<file path="src/hdl/ibhp_pkg.sv">
// constants, types and reset state of the instrument bus handshake port
package ibhp_pkg;
  localparam int DATA_W = 16;
  localparam int ADDR_W = 4;
  localparam int PA_W = 5;
  localparam int BYTE_W = 8;

  // register word addresses
  localparam logic [ADDR_W-1:0] REG_CTRL = 4'h0;
  localparam logic [ADDR_W-1:0] REG_STATUS = 4'h1;
  localparam logic [ADDR_W-1:0] REG_RX = 4'h2;
  localparam logic [ADDR_W-1:0] REG_TX = 4'h3;
  localparam logic [ADDR_W-1:0] REG_SPOLL = 4'h4;

  // field positions
  localparam int CTRL_SRQ = 5;
  localparam int ST_LISTEN = 0;
  localparam int ST_TALK = 1;
  localparam int ST_REMOTE = 2;
  localparam int ST_LOCKOUT = 3;
  localparam int ST_SPOLL = 4;
  localparam int ST_RX_VALID = 5;
  localparam int ST_TX_BUSY = 6;
  localparam int ST_CLR_EVT = 7;
  localparam int XFER_EOI = 8;
  localparam int SP_RQS = 6;

  // multiline command codes, parity bit excluded
  localparam logic [6:0] CMD_GTL = 7'h01;
  localparam logic [6:0] CMD_SDC = 7'h04;
  localparam logic [6:0] CMD_LLO = 7'h11;
  localparam logic [6:0] CMD_DCL = 7'h14;
  localparam logic [6:0] CMD_SPE = 7'h18;
  localparam logic [6:0] CMD_SPD = 7'h19;
  localparam logic [6:0] CMD_UNL = 7'h3F;
  localparam logic [6:0] CMD_UNT = 7'h5F;
  localparam logic [1:0] GRP_LISTEN = 2'h1;
  localparam logic [1:0] GRP_TALK = 2'h2;

  // level that an asserted open-drain line is pulled to
  localparam logic PIN_ASSERT = 1'b0;
  localparam logic [PA_W-1:0] PA_RESET = 5'h00;

  typedef enum logic [2:0] {ACC_IDLE = 3'b001, ACC_READY = 3'b010, ACC_TAKEN = 3'b100} ibhp_acc_e;
  typedef enum logic [2:0] {SRC_IDLE = 3'b001, SRC_WAIT = 3'b010, SRC_VALID = 3'b100} ibhp_src_e;

  typedef struct packed {
    logic [PA_W-1:0] pa;
    logic srq_pend;
    logic listen;
    logic talk;
    logic remote;
    logic lockout;
    logic spoll;
    logic sp_sent;
    logic clr_evt;
    logic rx_valid;
    logic [BYTE_W-1:0] rx_byte;
    logic rx_eoi;
    logic tx_pend;
    logic [BYTE_W-1:0] tx_byte;
    logic tx_eoi;
    logic [BYTE_W-1:0] sp_byte;
    logic [BYTE_W-1:0] dout_n;
    logic eoi_drv;
    ibhp_acc_e acc;
    ibhp_src_e src;
    logic [DATA_W-1:0] rd_data;
  } ibhp_state_s;

  localparam ibhp_state_s ST_RESET = '{
    pa: PA_RESET, srq_pend: 1'b0, listen: 1'b0, talk: 1'b0, remote: 1'b0, lockout: 1'b0,
    spoll: 1'b0, sp_sent: 1'b0, clr_evt: 1'b0, rx_valid: 1'b0, rx_byte: 8'h00, rx_eoi: 1'b0,
    tx_pend: 1'b0, tx_byte: 8'h00, tx_eoi: 1'b0, sp_byte: 8'h00, dout_n: 8'hFF, eoi_drv: 1'b0,
    acc: ACC_IDLE, src: SRC_IDLE, rd_data: 16'h0000};
endpackage : ibhp_pkg

</file>
<file path="src/hdl/ibhp_reset_sync.sv">
// reset release synchroniser
`timescale 1ns/100ps
`default_nettype none
module ibhp_reset_sync (
  input wire logic clk,
  input wire logic resetn,
  output logic rst_n
);
  logic stage1;
  logic stage2;

  always_ff @(posedge clk or negedge resetn) begin
    if (!resetn) begin
      stage1 <= 1'b0;
      stage2 <= 1'b0;
    end else begin
      stage1 <= 1'b1;
      stage2 <= stage1;
    end
  end

  assign rst_n = stage2;
endmodule : ibhp_reset_sync
`default_nettype wire

</file>
<file path="src/hdl/ibhp_cmd_decode.sv">
// classification of a byte taken while attention is asserted
`timescale 1ns/100ps
`default_nettype none
module ibhp_cmd_decode
  import ibhp_pkg::*;
(
  input wire logic [BYTE_W-1:0] bus_byte,
  input wire logic [PA_W-1:0] pa,
  output logic is_mla,
  output logic is_mta,
  output logic is_ota,
  output logic is_unl,
  output logic is_unt,
  output logic is_gtl,
  output logic is_sdc,
  output logic is_llo,
  output logic is_dcl,
  output logic is_spe,
  output logic is_spd
);
  logic [6:0] code;
  logic [1:0] grp;

  assign code = bus_byte[6:0];
  assign grp = code[6:5];
  assign is_unl = code == CMD_UNL;
  assign is_unt = code == CMD_UNT;
  assign is_mla = grp == GRP_LISTEN && code[PA_W-1:0] == pa && !is_unl;
  assign is_mta = grp == GRP_TALK && code[PA_W-1:0] == pa && !is_unt;
  assign is_ota = grp == GRP_TALK && code[PA_W-1:0] != pa && !is_unt;
  assign is_gtl = code == CMD_GTL;
  assign is_sdc = code == CMD_SDC;
  assign is_llo = code == CMD_LLO;
  assign is_dcl = code == CMD_DCL;
  assign is_spe = code == CMD_SPE;
  assign is_spd = code == CMD_SPD;
endmodule : ibhp_cmd_decode
`default_nettype wire

</file>
<file path="src/hdl/ibhp_port.sv">
// instrument bus handshake port: acceptor, source, command decode and registers
`timescale 1ns/100ps
`default_nettype none
// Operation
// - all bus lines are low true
// - whole bytes over eight data lines
// - attention bytes are addresses or commands
// - other bytes are data for addressed devices
// - interface clear drops talk and listen
// - remote enable permits remote mode
// - end line marks and detects last byte
// - service request asserted only when needed
// - fully interlocked handshake, no fixed timing
// - only the source drives data valid
// - hold not-ready until byte can be taken
// - hold not-accepted until byte is taken
// - source waits for ready and not-accepted
// - source asserts data valid when ready
// - acceptors assert not-ready and release not-accepted in the same cycle
// - same handshake for every kind of byte
// - device clear restores defaults
// - selective clear restores defaults when listening
// - go-to-local leaves remote when addressed
// - serial poll enable and disable
// - unlisten and untalk drop roles
// - listen and talk addresses from primary
// - no secondary addressing
// - release valid; then ready for next
// - addressed commands need own listen address
module ibhp_port
  import ibhp_pkg::*;
(
  input wire logic clk,
  input wire logic resetn,
  input wire logic [ADDR_W-1:0] reg_addr,
  input wire logic [DATA_W-1:0] reg_wdata,
  input wire logic reg_wr,
  input wire logic reg_rd,
  output logic [DATA_W-1:0] reg_rdata,
  input wire logic [BYTE_W-1:0] dio_n_i,
  output logic [BYTE_W-1:0] dio_n_o,
  output logic dio_oe,
  input wire logic atn_n_i,
  input wire logic ifc_n_i,
  input wire logic ren_n_i,
  input wire logic eoi_n_i,
  output logic eoi_n_o,
  output logic eoi_oe,
  output logic srq_n_o,
  output logic srq_oe,
  input wire logic dav_n_i,
  output logic dav_n_o,
  output logic dav_oe,
  input wire logic nrfd_n_i,
  output logic nrfd_n_o,
  output logic nrfd_oe,
  input wire logic ndac_n_i,
  output logic ndac_n_o,
  output logic ndac_oe
);
  ibhp_state_s q;
  ibhp_state_s n;
  logic rst_n;
  logic [BYTE_W-1:0] bus_byte;
  logic acc_active;
  logic talk_active;
  logic rx_hold;
  logic take_cmd;
  logic dev_clr;
  logic [BYTE_W-1:0] poll_byte;
  logic dec_mla;
  logic dec_mta;
  logic dec_ota;
  logic dec_unl;
  logic dec_unt;
  logic dec_gtl;
  logic dec_sdc;
  logic dec_llo;
  logic dec_dcl;
  logic dec_spe;
  logic dec_spd;

  ibhp_reset_sync u_reset_sync (
    .clk(clk),
    .resetn(resetn),
    .rst_n(rst_n)
  );

  // low-true data lines read as true bits
  assign bus_byte = ~dio_n_i;

  ibhp_cmd_decode u_cmd_decode (
    .bus_byte(bus_byte),
    .pa(q.pa),
    .is_mla(dec_mla),
    .is_mta(dec_mta),
    .is_ota(dec_ota),
    .is_unl(dec_unl),
    .is_unt(dec_unt),
    .is_gtl(dec_gtl),
    .is_sdc(dec_sdc),
    .is_llo(dec_llo),
    .is_dcl(dec_dcl),
    .is_spe(dec_spe),
    .is_spd(dec_spd)
  );

  always_comb begin
    n = q;
    n.rd_data = '0;
    take_cmd = 1'b0;
    dev_clr = 1'b0;
    // every device accepts under attention; data only while listening
    acc_active = !atn_n_i || (q.listen && !q.talk);
    talk_active = q.talk && atn_n_i;
    rx_hold = atn_n_i && q.rx_valid;
    poll_byte = q.sp_byte;
    poll_byte[SP_RQS] = q.srq_pend;

    // source side; hardware clears come before software writes
    case (q.src)
      SRC_IDLE: begin
        // status byte replaces output while polled
        if (talk_active && (q.spoll ? !q.sp_sent : q.tx_pend)) begin
          n.dout_n = q.spoll ? ~poll_byte : ~q.tx_byte;
          n.eoi_drv = q.spoll ? 1'b0 : q.tx_eoi;
          n.src = SRC_WAIT;
        end
      end
      SRC_WAIT: begin
        // no timer: wait for ready and not-accepted
        if (!talk_active) begin
          n.src = SRC_IDLE;
        end else if (nrfd_n_i && !ndac_n_i) begin
          n.src = SRC_VALID;
        end
      end
      SRC_VALID: begin
        if (!talk_active) begin
          n.src = SRC_IDLE;
        end else if (ndac_n_i) begin
          n.src = SRC_IDLE;
          if (q.spoll) begin
            n.sp_sent = 1'b1;
            n.srq_pend = 1'b0;
          end else begin
            n.tx_pend = 1'b0;
          end
        end
      end
      default: n.src = SRC_IDLE;
    endcase
    if (!q.spoll || !q.talk) begin
      n.sp_sent = 1'b0;
    end

    if (reg_rd) begin
      case (reg_addr)
        REG_CTRL: n.rd_data = DATA_W'({q.srq_pend, q.pa});
        REG_STATUS: n.rd_data = DATA_W'({q.clr_evt, q.tx_pend, q.rx_valid, q.spoll,
                                         q.lockout, q.remote, q.talk, q.listen});
        REG_RX: n.rd_data = DATA_W'({q.rx_eoi, q.rx_byte});
        REG_TX: n.rd_data = DATA_W'({q.tx_eoi, q.tx_byte});
        REG_SPOLL: n.rd_data = DATA_W'(q.sp_byte);
        default: n.rd_data = '0;
      endcase
      if (reg_addr == REG_RX) begin
        n.rx_valid = 1'b0;
      end
    end

    if (reg_wr) begin
      case (reg_addr)
        REG_CTRL: begin
          n.pa = reg_wdata[PA_W-1:0];
          n.srq_pend = reg_wdata[CTRL_SRQ];
        end
        REG_STATUS: begin
          if (reg_wdata[ST_CLR_EVT]) begin
            n.clr_evt = 1'b0;
          end
        end
        REG_TX: begin
          if (!q.tx_pend) begin
            n.tx_byte = reg_wdata[BYTE_W-1:0];
            n.tx_eoi = reg_wdata[XFER_EOI];
            n.tx_pend = 1'b1;
          end
        end
        REG_SPOLL: n.sp_byte = reg_wdata[BYTE_W-1:0];
        default: n.pa = q.pa;
      endcase
    end

    // one acceptor sequence for commands, addresses and data
    case (q.acc)
      ACC_IDLE: begin
        if (acc_active) begin
          n.acc = ACC_READY;
        end
      end
      ACC_READY: begin
        if (!acc_active) begin
          n.acc = ACC_IDLE;
        end else if (!dav_n_i && !rx_hold) begin
          // byte seen: assert not-ready, release not-accepted
          n.acc = ACC_TAKEN;
          if (!atn_n_i) begin
            // attention byte goes to the decoder
            take_cmd = 1'b1;
          end else begin
            n.rx_byte = bus_byte;
            // end line tags the last byte
            n.rx_eoi = !eoi_n_i;
            n.rx_valid = 1'b1;
          end
        end
      end
      ACC_TAKEN: begin
        // valid released; ready for the next byte
        if (dav_n_i) begin
          n.acc = acc_active ? ACC_READY : ACC_IDLE;
        end
      end
      default: n.acc = ACC_IDLE;
    endcase

    if (take_cmd) begin
      if (dec_mla) begin
        n.listen = 1'b1;
        n.remote = n.remote || !ren_n_i;
      end
      if (dec_mta) begin
        n.talk = 1'b1;
      end
      if (dec_unl) begin
        n.listen = 1'b0;
      end
      if (dec_unt || dec_ota) begin
        n.talk = 1'b0;
      end
      if (dec_gtl && q.listen) begin
        n.remote = 1'b0;
      end
      if (dec_llo) begin
        n.lockout = 1'b1;
      end
      // serial poll mode on and off
      if (dec_spe) begin
        n.spoll = 1'b1;
      end
      if (dec_spd) begin
        n.spoll = 1'b0;
      end
      // universal clear; selective only when listening
      dev_clr = dec_dcl || (dec_sdc && q.listen);
      if (dev_clr) begin
        n.clr_evt = 1'b1;
        n.rx_valid = 1'b0;
        n.tx_pend = 1'b0;
      end
    end

    // remote only while remote enable is asserted
    if (ren_n_i) begin
      n.remote = 1'b0;
      n.lockout = 1'b0;
    end

    // interface clear empties roles and handshakes
    if (!ifc_n_i) begin
      n.listen = 1'b0;
      n.talk = 1'b0;
      n.spoll = 1'b0;
      n.sp_sent = 1'b0;
      n.acc = ACC_IDLE;
      n.src = SRC_IDLE;
    end
  end

  always_ff @(posedge clk or negedge rst_n) begin
    if (!rst_n) begin
      q <= ST_RESET;
    end else begin
      q <= n;
    end
  end

  // open-drain lines pull low when enabled
  assign dio_n_o = q.dout_n;
  assign dio_oe = q.src != SRC_IDLE;
  // data valid comes only from the source machine
  assign dav_oe = q.src == SRC_VALID;
  // end line asserted together with data valid
  assign eoi_oe = dav_oe && q.eoi_drv;
  // not-ready held after a byte is taken, and while ready with a data byte unread and attention released
  assign nrfd_oe = (q.acc == ACC_READY && rx_hold) || q.acc == ACC_TAKEN;
  // not-accepted held until the byte is taken
  assign ndac_oe = q.acc == ACC_READY;
  assign srq_oe = q.srq_pend;
  assign dav_n_o = PIN_ASSERT;
  assign eoi_n_o = PIN_ASSERT;
  assign nrfd_n_o = PIN_ASSERT;
  assign ndac_n_o = PIN_ASSERT;
  assign srq_n_o = PIN_ASSERT;
  assign reg_rdata = q.rd_data;
endmodule : ibhp_port
`default_nettype wire

</file>
<file path="config.mk">
export PLATFORM = sky130hd
export DESIGN_NAME = ibhp_port
export DESIGN_NICKNAME = d
export VERILOG_FILES = /design/src/hdl/ibhp_pkg.sv /design/src/hdl/ibhp_reset_sync.sv /design/src/hdl/ibhp_cmd_decode.sv /design/src/hdl/ibhp_port.sv
export SDC_FILE = /design/constraint.sdc
export NUM_CORES = 1
export LEC_CHECK = 0
export BUFFER_PORTS_ARGS = -buffer_cell sky130_fd_sc_hd__buf_2
export CORE_MARGIN = 2
export CORE_UTILIZATION = 55
export DETAILED_ROUTE_END_ITERATION = 16
export PLACE_DENSITY = 0.8
export SYNTH_ARGS = -nofsm -noshare
export SYNTH_HDL_FRONTEND = slang
export SYNTH_HIERARCHICAL = 1
export SYNTH_SLANG_ARGS = --single-unit
</file>
<file path="constraint.sdc">
create_clock -name clk -period 2.3 [get_ports clk]
set_input_delay 0.69 -clock clk [delete_from_list [all_inputs] [get_ports clk]]
set_output_delay 0.69 -clock clk [all_outputs]
set_load 0.03 [all_outputs]
</file>
==> results_dict.tcl <==
set metrics [dict create \
    status "completed" \
    path_class "primary input to output pin" \
    p_comb_frac 0.118 \
    grt_max_degree 28 \
    synth_edf_count 0 \
    detail_route.wirelength_um 7733 \
    synth_cell_types 58 \
    cpPeakStageDelay_ns 0.34 \
    grt-busiest-layer "met2" \
    drv_cap 0 \
    grt_overflow 0 \
    die_w_um 85.13 \
    slew_viol_final 0 \
    hold_viol_final 0 \
    core_sq_um 6350 \
    ys_ff_latch 67 \
    die_area_sq_um 7246 \
    vias_per_cell 5.717 \
    rsz0062_at_grt "no" \
    grt_use_met2 0.3707 \
    synth_area_leader_cell "dfrtp_1" \
    p_total_mw 2.644 \
    switching_power_mw 0.7401 \
    p_sw_frac 0.2799 \
    fin_crit_sh 0.9631 \
    max_clock_freq_ghz 0.4514 \
    cts_tree "done" \
    cts_made_buffers 9 \
    die_h_um 85.13 \
    p_int_mw 1.904 \
    routedWlPerCell_um 16.81 \
    htree_num_levels 3 \
    clkTransAtPathRegs_ns 0.08 \
    syn_area_sq_um 3620 \
    power_density_nw_per_um2 637.5 \
    finalSetupViolations 0 \
    cp_data_required_time_ns 1.61 \
    final_common_cell "dfrtp_1" \
    synthCells 321 \
    ios 74 \
    path_max_fanout 3 \
    power_frac_seq 0.495 \
    clock_path_buffers 2 \
    synth_area_leaders "dfrtp_1 39%, mux2_2 17%, dfstp_2 7.3%" \
    final_cell_area_sq_um 4148 \
    yosysSeqAreaShare 0.4666 \
    leakagePower_nw 1.989 \
    gp_congestion 0.8893 \
    ant_nets 0 \
    drt_pass1_iterations 5 \
    hpwl_um 5599 \
    post-route-drc-count 0 \
    cts_root_buf "clkbuf_8" \
    async_flop_share 1.000 \
    synth.avg_cell_area_sq_um 11.28 \
    grt_pass1_wl_um 12700 \
    layout_common_cells "56 x dfrtp_1, 54 x mux2_2, 53 x buf_2, 19 x inv_1, 19 x buf_4" \
    tightest_slew_ns 0.5990 \
    grt.met1_usage 0.2898 \
    placed_area_sq_um 3908 \
    fin_nets 417 \
    synthToLayoutAreaGrowth_pct 14.59 \
    crit_chain "buf_2 -> nand2_1 -> or3_1 -> a21oi_2 -> buf_4" \
    critPathArrivalTime_ns 1.53 \
    crit_path_end_kind "output pin" \
    rows 29 \
    grtUsageMet3 0.06907 \
    worst_path_max_delay_cell "or3_1" \
    maxSlewHeadroom 0.6006 \
    fin_skew_ns 0.006473 \
    p_clk_frac 0.387 \
    clock_sinks 67 \
    grt_pass1_vias 2612 \
    final_layout_size_suffix_gt1_frac 0.4413 \
    max-vdd-ir-drop_v 0.0006168 \
    initial_core_util 0.5700 \
    min_path_type "primary input to asynchronous set/reset pin" \
    n_antenna_cell 0 \
    clk_latency_ns 0.35 \
    grt_usage 0.2252 \
    grt_antenna_before_repair 0 \
    layout_min_cycle_time_ns 2.215 \
    start_kind "primary input" \
    io_buffers 54 \
    synthFlopType "dfrtp_1" \
    drtIter0Drc 129 \
    yosysTopAreaCellShare 0.3941 \
    vias 2630 \
    yosysWarnings 6 \
]
## power by group through the flow
stage / Sequential, mW / Clock [mW] / Combinational (mW)
CTS: 1.31 / 1.04 / 0.309
finish: 1.31 / 1.02 / 0.313
floorplan: 1.33 / 0 / 0.223
global route: 1.32 / 1.10 / 0.344
global placement: 1.33 / 0 / 0.301
detailed placement: 1.33 / 0 / 0.308
## Yosys cell counts (all sizes together) (2+ instances only)
cell type and number:
a211o 2, a31oi 6, or3b 2, nor4 4, a211oi 3, a21oi 15, clkbuf 3, mux2i 10
conb 2, nor2b 7, nor2 14, dfstp 10, dfrtp 57, nand3 5, a22oi 5, nor4b 2
nor3 4, and2 2, nand4 3, xor2 5, nand3b 5, mux2 54, nor3b 6, nand2 13
buf 36, and3 2, a2111oi 2, inv 19, o21ai 3
## what timing repair did
action                                  CTS  global route
setup buffers                             0             4
resized for setup                         0             2
endpoints found under the setup margin    0             1
hold buffers                              0             0
## sequential cells by signal, summed over array words and instances, names as in the netlist
| signal | count |
|---|---|
| reg_rdata | 9 |
| srq_oe | 1 |
| u_reset_sync/stage1 | 1 |
| poll_byte | 7 |
| q | 40 |
| dio_n_o | 8 |
| u_reset_sync/rst_n | 1 |
## worst paths after layout
check,startpoint,endpoint,slack (ns),cells after the start
hold / removal,resetn,u_reset_sync/rst_n,0.10,1
max in group asynchronous,u_reset_sync/rst_n,dio_n_o[7],1.31,1
setup reg to reg,q[16],q[22],0.26,4
min in group clk,u_reset_sync/stage1,u_reset_sync/rst_n,0.36,0
setup / recovery,atn_n_i,nrfd_oe,0.08,5
hold reg to reg,u_reset_sync/rst_n,reg_rdata[2],0.28,0
## layer usage
metal / part of all wire / up-vias
li1: - / 1227
met1: 0.43 / 1317
met2: 0.50 / 78
met3: 0.054 / 8
met4: 0.011 / 0
met5: 0 / -
## through the flow
stage	setup TNS, ns	util	hold WS [ns]	cells	worst slack [ns]
final	0	0.6532	0.1006	460	0.08484
after detailed placement	0	0.6154	0.2981	440	0.05239
after global routing	0	0.6532	0.07836	460	0.007662
after CTS	0	0.6481	0.09043	456	0.01944
after floorplan	-0.08283	-	0.3312	332	-0.08283
after global placement	0	0.6154	0.2902	440	0.1047
## critical path: cells and delay by family
| family | cells | cell delay (ns) |
|---|---|---|
| AND/OR/NAND/NOR | 2 | 0.41 |
| AO/OA/AOI/OAI | 1 | 0.16 |
| buffers and inverters | 2 | 0.26 |
## cell families after synthesis
group	count (synthesis)	synth area share
AND/OR/NAND/NOR	77	0.1320
buffers and inverters	58	0.09575
AO/OA/AOI/OAI	48	0.09576
other	2	0.002075
XOR/XNOR	5	0.01210
multiplexers	64	0.1956
flip-flops	67	0.4666
## cell type report
class	instances	area (sq um)
clock buffer	9	123.9
inverter	19	71.32
multi-input combinational	207	1634
tap	77	96.34
timing repair buffer	74	447.9
clock inverter	7	83.83
fill	498	2202
sequential	67	1690
No activity file was read; power rests on OpenSTA's default activity.
